`src/include/acl_params.svh`:
```
`ifndef ACL_PARAMS_SVH
`define ACL_PARAMS_SVH

// System clock and link timing
`define ACL_CLK_HZ            20000000
`define ACL_BAUD              57600
`define ACL_BIT_CYCLES        (`ACL_CLK_HZ / `ACL_BAUD)
`define ACL_HALF_CYCLES       (`ACL_BIT_CYCLES / 2)
`define ACL_ARG_TIMEOUT_US    1800
`define ACL_ARG_TIMEOUT_CYC   (`ACL_ARG_TIMEOUT_US * (`ACL_CLK_HZ / 1000000))

// Character framing, bit counts including start bit
`define ACL_FRAME_BITS        11
`define ACL_BREAK_BITS        12

// Synchronous link: clock divider 16, sclk high in upper half
`define ACL_SYNC_DIV          16
`define ACL_SYNC_RISE_PHASE   7
`define ACL_SYNC_LAST_PHASE   15

// Command and reply codes
`define ACL_CMD_LINK_RESET    8'hf0
`define ACL_CMD_FE_PROG_HI    6'h14
`define ACL_TIMEOUT_REPLY     8'hee

// Transmit buffer
`define ACL_FIFO_WIDTH        8
`define ACL_FIFO_DEPTH        8

`endif

```
`src/include/acl_pkg.sv`:
```
package acl_pkg;

  typedef enum logic [2:0] {
    P_IDLE,
    P_COUNT,
    P_DATA,
    P_SHIFT,
    P_PUSH,
    P_TOUT,
    P_DONE
  } acl_parse_t;

  typedef enum logic [1:0] {
    RX_IDLE,
    RX_START,
    RX_DATA,
    RX_STOP
  } acl_rx_state_t;

endpackage

```
`src/hdl/acl_top.sv`:
```
`timescale 1ns/1ns
`include "acl_params.svh"
module acl_top
  import acl_pkg::*;
#(
  parameter int unsigned TIMEOUT_CYCLES = `ACL_ARG_TIMEOUT_CYC,
  parameter int          FIFO_WIDTH     = `ACL_FIFO_WIDTH,
  parameter int          FIFO_DEPTH     = `ACL_FIFO_DEPTH
) (
  input  wire logic       I_CLOCK,
  input  wire logic       I_RST,
  input  wire logic       I_RXD,
  output logic            O_TXD,
  input  wire logic       I_HOST_SEND_REQUEST,
  output logic            O_LINK_CLEAR_TO_SEND,
  input  wire logic       I_IRQ_EVENT,
  input  wire logic       I_IRQ_CLEAR,
  output logic            O_IRQ,
  output logic      [7:0] O_CMD_DATA,
  output logic            O_CMD_VALID,
  input  wire logic [7:0] I_TX_DATA,
  input  wire logic       I_TX_VALID,
  output logic            O_TX_READY,
  output logic            O_FE_BUSY,
  output logic      [1:0] O_FE_SCLK,
  output logic      [1:0] O_FE_SDO,
  output logic      [3:0] O_FE_CS_N,
  input  wire logic [3:0] I_FE_SDI
);
  typedef struct packed {
    acl_parse_t  p;
    logic [1:0]  chip;
    logic [7:0]  cnt;
    logic [31:0] tmo;
    logic [7:0]  sh;
    logic [7:0]  cap;
    logic [3:0]  phase;
    logic [2:0]  bitn;
    logic        ipend;
    logic [7:0]  ibyte;
    logic        link_rst;
    logic [7:0]  cmd_data;
    logic        cmd_valid;
    logic        irq;
    logic        brk_pend;
    logic        tx_busy;
    logic [11:0] tx_sh;
    logic [3:0]  tx_left;
    logic [15:0] tx_baud;
    logic        txd;
    logic [1:0]  sclk;
    logic [1:0]  sdo;
    logic [3:0]  cs_n;
  } acl_top_state_t;

  acl_top_state_t state_reg;
  acl_top_state_t state_next;
  logic           rx_valid;
  logic     [7:0] rx_data;
  logic           fifo_in_ready;
  logic           fifo_out_valid;
  logic     [7:0] fifo_out_data;
  logic           fifo_out_ready;
  logic           fe_active;
  logic           tx_allowed;
  logic           link_rst_any;

  function automatic acl_top_state_t idle_state();
    acl_top_state_t s;
    s      = '0;
    s.p    = P_IDLE;
    s.txd  = 1'b1;
    s.cs_n = 4'hf;
    return s;
  endfunction

  assign fe_active            = (state_reg.p != P_IDLE);
  assign tx_allowed           = I_HOST_SEND_REQUEST || fe_active;
  assign fifo_out_ready       = !state_reg.tx_busy && !state_reg.brk_pend && tx_allowed;
  assign link_rst_any         = I_RST || state_reg.link_rst;
  assign O_LINK_CLEAR_TO_SEND = I_HOST_SEND_REQUEST;
  assign O_TX_READY           = fifo_in_ready && !state_reg.ipend;
  assign O_TXD                = state_reg.txd;
  assign O_IRQ                = state_reg.irq;
  assign O_CMD_DATA           = state_reg.cmd_data;
  assign O_CMD_VALID          = state_reg.cmd_valid;
  assign O_FE_BUSY            = fe_active;
  assign O_FE_SCLK            = state_reg.sclk;
  assign O_FE_SDO             = state_reg.sdo;
  assign O_FE_CS_N            = state_reg.cs_n;

  acl_rx u_rx (
    .I_CLOCK (I_CLOCK),
    .i_rst   (link_rst_any),
    .i_rxd   (I_RXD),
    .o_valid (rx_valid),
    .o_data  (rx_data)
  );

  // Internal replies take the slot ahead of user bytes
  acl_fifo #(
    .WIDTH (FIFO_WIDTH),
    .DEPTH (FIFO_DEPTH)
  ) u_fifo (
    .I_CLOCK     (I_CLOCK),
    .i_rst       (link_rst_any),
    .i_in_valid  (state_reg.ipend || I_TX_VALID),
    .i_in_data   (state_reg.ipend ? state_reg.ibyte : I_TX_DATA),
    .o_in_ready  (fifo_in_ready),
    .o_out_valid (fifo_out_valid),
    .o_out_data  (fifo_out_data),
    .i_out_ready (fifo_out_ready)
  );

  always_comb begin
    state_next           = state_reg;
    state_next.link_rst  = 1'b0;
    state_next.cmd_valid = 1'b0;

    // Interrupt: one break per occurrence until cleared; set wins over clear
    if (I_IRQ_CLEAR) begin
      state_next.irq = 1'b0;
    end
    if (I_IRQ_EVENT && (!state_reg.irq || I_IRQ_CLEAR)) begin
      state_next.brk_pend = 1'b1;
    end

    if (state_reg.ipend && fifo_in_ready) begin
      state_next.ipend = 1'b0;
    end

    // Transmitter
    if (state_reg.tx_busy) begin
      if (state_reg.tx_baud == 16'(`ACL_BIT_CYCLES - 1)) begin
        state_next.tx_baud = '0;
        if (state_reg.tx_left == 4'h1) begin
          state_next.tx_busy = 1'b0;
          state_next.txd     = 1'b1;
        end else begin
          state_next.tx_sh   = {1'b0, state_reg.tx_sh[11:1]};
          state_next.txd     = state_reg.tx_sh[1];
          state_next.tx_left = state_reg.tx_left - 1'b1;
        end
      end else begin
        state_next.tx_baud = state_reg.tx_baud + 1'b1;
      end
    end else if (state_reg.brk_pend) begin
      state_next.tx_busy  = 1'b1;
      state_next.tx_sh    = '0;
      state_next.txd      = 1'b0;
      state_next.tx_left  = 4'(`ACL_BREAK_BITS);
      state_next.tx_baud  = '0;
      state_next.brk_pend = 1'b0;
      state_next.irq      = 1'b1;
    end else if (fifo_out_valid && tx_allowed) begin
      state_next.tx_busy = 1'b1;
      state_next.tx_sh   = {3'b011, fifo_out_data, 1'b0};
      state_next.txd     = 1'b0;
      state_next.tx_left = 4'(`ACL_FRAME_BITS);
      state_next.tx_baud = '0;
    end

    // Command parser and synchronous link
    case (state_reg.p)
      P_IDLE: begin
        if (rx_valid) begin
          if (rx_data == `ACL_CMD_LINK_RESET) begin
            state_next.link_rst = 1'b1;
          end else if (rx_data[7:2] == `ACL_CMD_FE_PROG_HI) begin
            state_next.p    = P_COUNT;
            state_next.chip = rx_data[1:0];
            state_next.tmo  = '0;
            state_next.cs_n = ~(4'h1 << rx_data[1:0]);
          end else begin
            state_next.cmd_data  = rx_data;
            state_next.cmd_valid = 1'b1;
          end
        end
      end
      P_COUNT, P_DATA: begin
        state_next.tmo = state_reg.tmo + 1'b1;
        if (rx_valid) begin
          state_next.tmo = '0;
          if (state_reg.p == P_COUNT) begin
            state_next.cnt = rx_data;
            state_next.p   = (rx_data == 8'h00) ? P_DONE : P_DATA;
          end else begin
            state_next.sh                    = rx_data;
            state_next.sdo[state_reg.chip[1]] = rx_data[7];
            state_next.phase                 = '0;
            state_next.bitn                  = '0;
            state_next.p                     = P_SHIFT;
          end
        end else if (state_reg.tmo == 32'(TIMEOUT_CYCLES - 1)) begin
          state_next.p = P_TOUT;
        end
      end
      P_SHIFT: begin
        state_next.phase = state_reg.phase + 1'b1;
        if (state_reg.phase == 4'(`ACL_SYNC_RISE_PHASE)) begin
          state_next.sclk[state_reg.chip[1]] = 1'b1;
          state_next.cap = {state_reg.cap[6:0], I_FE_SDI[state_reg.chip]};
        end
        if (state_reg.phase == 4'(`ACL_SYNC_LAST_PHASE)) begin
          state_next.sclk = '0;
          if (state_reg.bitn == 3'h7) begin
            state_next.p = P_PUSH;
          end else begin
            state_next.sh                    = {state_reg.sh[6:0], 1'b0};
            state_next.sdo[state_reg.chip[1]] = state_reg.sh[6];
            state_next.bitn                  = state_reg.bitn + 1'b1;
          end
        end
      end
      P_PUSH: begin
        if (!state_reg.ipend) begin
          state_next.ipend = 1'b1;
          state_next.ibyte = state_reg.cap;
          state_next.cnt   = state_reg.cnt - 1'b1;
          state_next.tmo   = '0;
          state_next.p     = (state_reg.cnt == 8'h01) ? P_DONE : P_DATA;
        end
      end
      P_TOUT: begin
        if (!state_reg.ipend) begin
          state_next.ipend = 1'b1;
          state_next.ibyte = `ACL_TIMEOUT_REPLY;
          state_next.p     = P_DONE;
        end
      end
      P_DONE: begin
        state_next.cs_n = 4'hf;
        state_next.sdo  = '0;
        state_next.sclk = '0;
        // Stay busy until the last reply has left the buffer, so it goes out without a request
        if (!state_reg.ipend && !fifo_out_valid) begin
          state_next.p = P_IDLE;
        end
      end
      default: begin
        state_next.p = P_IDLE;
      end
    endcase

    // Link reset clears everything but pending interrupt state
    if (state_reg.link_rst) begin
      state_next          = idle_state();
      state_next.irq      = state_reg.irq && !I_IRQ_CLEAR;
      state_next.brk_pend = state_reg.brk_pend || (I_IRQ_EVENT && (!state_reg.irq || I_IRQ_CLEAR));
    end
  end

  always_ff @(posedge I_CLOCK) begin
    if (I_RST) begin
      state_reg <= idle_state();
    end else begin
      state_reg <= state_next;
    end
  end
endmodule

```
`src/hdl/acl_fifo.sv`:
```
`timescale 1ns/1ns
module acl_fifo #(
  parameter int WIDTH = 8,
  parameter int DEPTH = 8
) (
  input  wire logic             I_CLOCK,
  input  wire logic             i_rst,
  input  wire logic             i_in_valid,
  input  wire logic [WIDTH-1:0] i_in_data,
  output logic                  o_in_ready,
  output logic                  o_out_valid,
  output logic      [WIDTH-1:0] o_out_data,
  input  wire logic             i_out_ready
);
  localparam int AW = $clog2(DEPTH);

  typedef struct packed {
    logic [DEPTH-1:0][WIDTH-1:0] mem;
    logic [AW-1:0]               wp;
    logic [AW-1:0]               rp;
    logic [AW:0]                 cnt;
  } acl_fifo_state_t;

  acl_fifo_state_t state_reg;
  acl_fifo_state_t state_next;
  logic            push;
  logic            pop;

  assign o_in_ready  = (state_reg.cnt != (AW+1)'(DEPTH));
  assign o_out_valid = (state_reg.cnt != '0);
  assign o_out_data  = state_reg.mem[state_reg.rp];
  assign push        = i_in_valid && o_in_ready;
  assign pop         = i_out_ready && o_out_valid;

  always_comb begin
    state_next = state_reg;
    if (push) begin
      state_next.mem[state_reg.wp] = i_in_data;
      state_next.wp = (state_reg.wp == AW'(DEPTH - 1)) ? '0 : state_reg.wp + 1'b1;
    end
    if (pop) begin
      state_next.rp = (state_reg.rp == AW'(DEPTH - 1)) ? '0 : state_reg.rp + 1'b1;
    end
    case ({push, pop})
      2'b10:   state_next.cnt = state_reg.cnt + 1'b1;
      2'b01:   state_next.cnt = state_reg.cnt - 1'b1;
      default: state_next.cnt = state_reg.cnt;
    endcase
  end

  always_ff @(posedge I_CLOCK) begin
    if (i_rst) begin
      state_reg <= '0;
    end else begin
      state_reg <= state_next;
    end
  end
endmodule

```
`src/hdl/acl_rx.sv`:
```
`timescale 1ns/1ns
`include "acl_params.svh"
module acl_rx
  import acl_pkg::*;
(
  input  wire logic       I_CLOCK,
  input  wire logic       i_rst,
  input  wire logic       i_rxd,
  output logic            o_valid,
  output logic      [7:0] o_data
);
  typedef struct packed {
    acl_rx_state_t st;
    logic [15:0]   cnt;
    logic [2:0]    bitn;
    logic [7:0]    sh;
    logic [7:0]    data;
    logic          valid;
  } acl_rx_reg_t;

  acl_rx_reg_t state_reg;
  acl_rx_reg_t state_next;

  assign o_valid = state_reg.valid;
  assign o_data  = state_reg.data;

  always_comb begin
    state_next       = state_reg;
    state_next.valid = 1'b0;
    state_next.cnt   = state_reg.cnt + 1'b1;
    case (state_reg.st)
      RX_IDLE: begin
        state_next.cnt = '0;
        if (!i_rxd) begin
          state_next.st = RX_START;
        end
      end
      RX_START: begin
        if (state_reg.cnt == 16'(`ACL_HALF_CYCLES - 1)) begin
          state_next.cnt  = '0;
          state_next.bitn = '0;
          state_next.st   = i_rxd ? RX_IDLE : RX_DATA;
        end
      end
      RX_DATA: begin
        if (state_reg.cnt == 16'(`ACL_BIT_CYCLES - 1)) begin
          state_next.cnt  = '0;
          state_next.sh   = {i_rxd, state_reg.sh[7:1]};
          state_next.bitn = state_reg.bitn + 1'b1;
          if (state_reg.bitn == 3'h7) begin
            state_next.st = RX_STOP;
          end
        end
      end
      RX_STOP: begin
        if (state_reg.cnt == 16'(`ACL_BIT_CYCLES - 1)) begin
          state_next.st = RX_IDLE;
          if (i_rxd) begin
            state_next.data  = state_reg.sh;
            state_next.valid = 1'b1;
          end
        end
      end
      default: begin
        state_next.st = RX_IDLE;
      end
    endcase
  end

  always_ff @(posedge I_CLOCK) begin
    if (i_rst) begin
      state_reg <= '0;
    end else begin
      state_reg <= state_next;
    end
  end
endmodule

```
`config.mk`:
```
export PLATFORM = sky130hd
export DESIGN_NAME = acl_top
export DESIGN_NICKNAME = d
export VERILOG_FILES = /design/src/include/acl_pkg.sv /design/src/hdl/acl_top.sv /design/src/hdl/acl_fifo.sv /design/src/hdl/acl_rx.sv
export VERILOG_INCLUDE_DIRS = /design/src /design/src/include
export SDC_FILE = /design/constraint.sdc
export NUM_CORES = 1
export LEC_CHECK = 0
export BUFFER_PORTS_ARGS = -buffer_cell sky130_fd_sc_hd__buf_4
export CORE_ASPECT_RATIO = 1.4
export CORE_MARGIN = 8
export CORE_UTILIZATION = 30
export CTS_BUF_LIST = sky130_fd_sc_hd__clkbuf_8
export DETAILED_ROUTE_END_ITERATION = 10
export GPL_TIMING_DRIVEN = 0
export SLEW_MARGIN = 20
export SYNTH_ARGS = -nofsm -noshare
export SYNTH_HDL_FRONTEND = slang
export SYNTH_HIERARCHICAL = 1
export SYNTH_SLANG_ARGS = --single-unit
```
`constraint.sdc`:
```
create_clock -name I_CLOCK -period 3.3 [get_ports I_CLOCK]
set_input_delay 0 -clock I_CLOCK [delete_from_list [all_inputs] [get_ports I_CLOCK]]
set_output_delay 0 -clock I_CLOCK [all_outputs]
set_load 0.02 [all_outputs]
```
==> impl_metrics.xml <==
<?xml version="1.0" encoding="UTF-8"?>
<metrics>
  <group name="clock_tree">
    <metric name="cts_inserted_buffers" unit="">40</metric>
    <metric name="cts_tree" unit="">yes</metric>
    <metric name="cts_num_sinks" unit="">240</metric>
    <metric name="cts.reportedPaths.clkPinSlew" unit="ns">0.07</metric>
    <metric name="h-tree-depth" unit="">2</metric>
    <metric name="cts-root-to-sink-buffers" unit="">3</metric>
    <metric name="cts-root-buf" unit="">clkbuf_8</metric>
    <metric name="clock_insertion_delay_worst_skew" unit="ns">0.57</metric>
  </group>
  <group name="critical_path">
    <metric name="timing.reg2reg.worst_path_depth" unit="">7</metric>
    <metric name="reg2reg_from" unit="">state_reg[53]</metric>
    <metric name="setup.reg_to_reg.worst_slack" unit="ns">0.27</metric>
    <metric name="cp.arrival" unit="ns">3.43</metric>
    <metric name="r2r-end" unit="">u_fifo/state_reg[48]</metric>
    <metric name="start_kind" unit="">register</metric>
    <metric name="timing_worst_setup_path_type" unit="">reg2reg</metric>
    <metric name="critPathRequiredTime" unit="ns">3.70</metric>
    <metric name="critPathCaptureType" unit="">register</metric>
    <metric name="crit_fanout" unit="">13</metric>
  </group>
  <group name="timing">
    <metric name="timing.slew.headroom" unit="%">21.65</metric>
    <metric name="drv_slew" unit="">0</metric>
    <metric name="post-route-period-util" unit="%">91.83</metric>
    <metric name="final.setup.worst_slack" unit="ns">0.2696</metric>
    <metric name="setup_total_negative_slack" unit="ns">0</metric>
    <metric name="timing_hold_violations_final" unit="">0</metric>
    <metric name="final.hold.worst_slack" unit="ns">0.03429</metric>
    <metric name="finalCriticalPeriod" unit="ns">3.030</metric>
    <metric name="grt_setup_unrepaired" unit="">no</metric>
    <metric name="max_freq" unit="MHz">330.0</metric>
    <metric name="total_of_endpoints_with_negative_setup_slack_in_the_final_report" unit="">0</metric>
    <metric name="clock-skew-final" unit="ns">0.04334</metric>
    <metric name="worst-slew-pin-transition" unit="ns">1.172</metric>
  </group>
  <group name="global_route">
    <metric name="grt_first_pass_wirelength" unit="um">50560</metric>
    <metric name="first_global_vias" unit="">9848</metric>
    <metric name="gr-usage-all-layers" unit="%">13.32</metric>
    <metric name="grt_start_max_net_pins" unit="">14</metric>
    <metric name="antenna_found_initial" unit="">0</metric>
    <metric name="global_route.overflow_total" unit="">0</metric>
  </group>
  <group name="synth">
    <metric name="synth-edff-count" unit="">0</metric>
    <metric name="synthesis.instances" unit="">1302</metric>
    <metric name="async_reset_ff_share" unit="%">0</metric>
    <metric name="netlist.area_leader.share" unit="%">40.83</metric>
    <metric name="synth_most_common_cell" unit="">dfxtp_1</metric>
    <metric name="synth.avg_cell_area" unit="sq um">9.038</metric>
    <metric name="synth-seq-area-share" unit="%">40.83</metric>
    <metric name="synth_seq_cells" unit="">240</metric>
    <metric name="synth_cell_types" unit="">84</metric>
    <metric name="synth_warnings" unit="">6</metric>
    <metric name="synth_top_cells_by_area" unit="">dfxtp_1, mux2i_1, nor2_1</metric>
    <metric name="yosys-top-cells-count" unit="">dfxtp_1, nor2_1, a21oi_1, mux2i_1, nand2_1</metric>
    <metric name="postSynthNetCount" unit="">1343</metric>
    <metric name="summed_instance_area_of_the_synthesized_netlist" unit="sq um">11770</metric>
    <metric name="ys.flop_type" unit="">dfxtp_1</metric>
    <metric name="yosys.area.top_type" unit="">dfxtp_1</metric>
  </group>
  <group name="power_and_ir_drop">
    <metric name="p_leak" unit="nW">4.998</metric>
    <metric name="power.share.sequential" unit="%">45.6</metric>
    <metric name="power.density_cell_area" unit="nW/um^2">502.8</metric>
    <metric name="clock_power_share" unit="%">39.3</metric>
    <metric name="peakVddDrop" unit="mV">0.2560</metric>
    <metric name="pwr-share-comb" unit="%">15.1</metric>
    <metric name="p_switching" unit="mW">1.958</metric>
    <metric name="sw_frac_of_total" unit="%">28.41</metric>
    <metric name="power.internal" unit="mW">4.933</metric>
  </group>
  <group name="drt">
    <metric name="detail_route.wl_per_cell" unit="um">15.84</metric>
    <metric name="drt_drc_violations_left" unit="">0</metric>
    <metric name="via_per_inst" unit="">5.056</metric>
    <metric name="num_vias" unit="">9869</metric>
    <metric name="drt_iter0_drc" unit="">620</metric>
    <metric name="postRouteAntennaNets" unit="">0</metric>
    <metric name="finalWirelength" unit="um">30910</metric>
    <metric name="detail_route.first_pass.iterations" unit="">5</metric>
  </group>
  <group name="hold_path">
    <metric name="timing.hold.worst.start" unit="">I_TX_DATA[6]</metric>
    <metric name="hold_class" unit="">in2reg</metric>
    <metric name="whs_endpoint" unit="">u_fifo/state_reg[24]</metric>
    <metric name="min_delay_path_depth" unit="">5</metric>
  </group>
  <group name="finish">
    <metric name="finish.cell_count_without_fillers" unit="">1952</metric>
    <metric name="register_area" unit="sq um">4805</metric>
    <metric name="final_layout_size_suffix_gt1_share" unit="%">17.56</metric>
    <metric name="syn_to_final_growth" unit="%">16.46</metric>
    <metric name="num-nets-final" unit="">1436</metric>
    <metric name="multi_input_comb_area" unit="sq um">6254</metric>
    <metric name="num-fill-cells" unit="">4021</metric>
    <metric name="largest_reg_flops" unit="">109</metric>
    <metric name="num_antenna_cells" unit="">0</metric>
  </group>
  <group name="die">
    <metric name="die-width" unit="um">183.4</metric>
    <metric name="die_h" unit="um">250.3</metric>
    <metric name="die_area" unit="sq um">45910</metric>
    <metric name="core-area" unit="sq um">39060</metric>
    <metric name="design.portCount" unit="">41</metric>
    <metric name="number_of_rows_created_at_floorplan" unit="">86</metric>
    <metric name="initial_util" unit="%">30.13</metric>
  </group>
  <group name="place">
    <metric name="hpwlAfterDp" unit="um">22540</metric>
    <metric name="place_worst_setup_slack" unit="ns">-0.1575</metric>
    <metric name="dp.cells" unit="">1870</metric>
    <metric name="routability_congestion_estimate" unit="">0.8355</metric>
    <metric name="port-buffer-count" unit="">40</metric>
  </group>
  <group name="run_status">
    <metric name="status" unit="">finished, final reports clean</metric>
  </group>
  <group name="run">
    <metric name="max_cap_viol_count" unit="">0</metric>
  </group>
</metrics>
==> metrics by stage <==
stage | util [%] | area (sq um) | power (mW)
finish | 35.09 | 13700 | 6.891
global placement | 32.59 | 12730 | 4.199
global route | 35.09 | 13700 | 7.237
floorplan | - | 11770 | 3.920
CTS | 35.06 | 13690 | 6.975
detailed placement | 32.59 | 12730 | 4.228
==> cell usage in the layout, fill, tap and decap left out, drive strengths merged, types with 17 or more instances in the layout <==
cell type,instances
a22oi,18
clkbuf,93
buf,112
nand4,22
inv,38
xor2,19
mux2,17
xnor2,22
nand3,58
ha,22
nor4,20
nor3,21
mux2i,89
nor2,175
a21oi,97
nand2,69
mux4,17
o21ai,64
dfxtp,240
==> cells by family after synthesis <==
family	count (synthesis)	share of synthesized area (%)
compound gates	252	13.44
xor+xnor	41	3.052
fa+ha+maj	22	2.339
buf+inv	141	6.167
flops	240	40.83
mux	123	12.45
simple gates	483	21.72
==> metal layers <==
layer	GRT usage [%]	routed length [um]	share of wire (%)
met1	14.76	12700	41
met5	0	0	0
met3	2.915	1474	4.8
met2	23.59	15410	50
met4	6.544	1330	4.3
==> critical path, cell delays in order, from the launching register on <==
cell and delay, ns:
dfxtp_1 0.40, nor2_2 0.14, clkinv_1 0.17, clkbuf_1 0.48
clkdlybuf4s15_2 0.53, clkbuf_1 0.54, clkbuf_1 0.51, nor2_1 0.11
==> timing repair <==
item                                   4_1_cts  5_1_grt
gates resized for setup                      3        3
pin swaps                                    0        0
gates cloned                                 0        0
hold buffers                                12        0
endpoints found under the hold margin       39        0
setup endpoints to repair                   70       12
buffers inserted                             0        0
==> area by class of cell <==
cell class / count / area share [%]
Multi-Input combinational cell: 921 / 45.63
Clock inverter: 19 / 0.8673
Inverter: 26 / 0.7304
Tap cell: 528 / 4.821
Timing Repair Buffer: 52 / 3.068
Clock buffer: 52 / 5.222
Buffer: 114 / 4.601
Sequential cell: 240 / 35.06
==> power groups by stage <==
stage	sequential, mW	combinational (mW)	clock [mW]
floorplan	3.18	0.743	0
global placement	3.19	1.01	0
detailed placement	3.20	1.03	0
CTS	3.14	1.04	2.79
global route	3.16	1.16	2.92
finish	3.14	1.04	2.71
==> how the worst max path moves through the flow <==
stage | start | to | slack [ns] | cells past startpoint
after floorplan | state_reg[128] | u_fifo/state_reg[3] | 0.68 | 12
after global placement | state_reg[53] | u_fifo/state_reg[1] | -0.07 | 7
after detailed placement | state_reg[53] | u_fifo/state_reg[16] | -0.16 | 7
after CTS | state_reg[62] | u_fifo/state_reg[3] | 0.00008 | 11
after global routing | state_reg[53] | u_fifo/state_reg[50] | 0.004 | 7
final | state_reg[53] | u_fifo/state_reg[48] | 0.27 | 7
No activity file was read; power rests on OpenSTA's default activity.
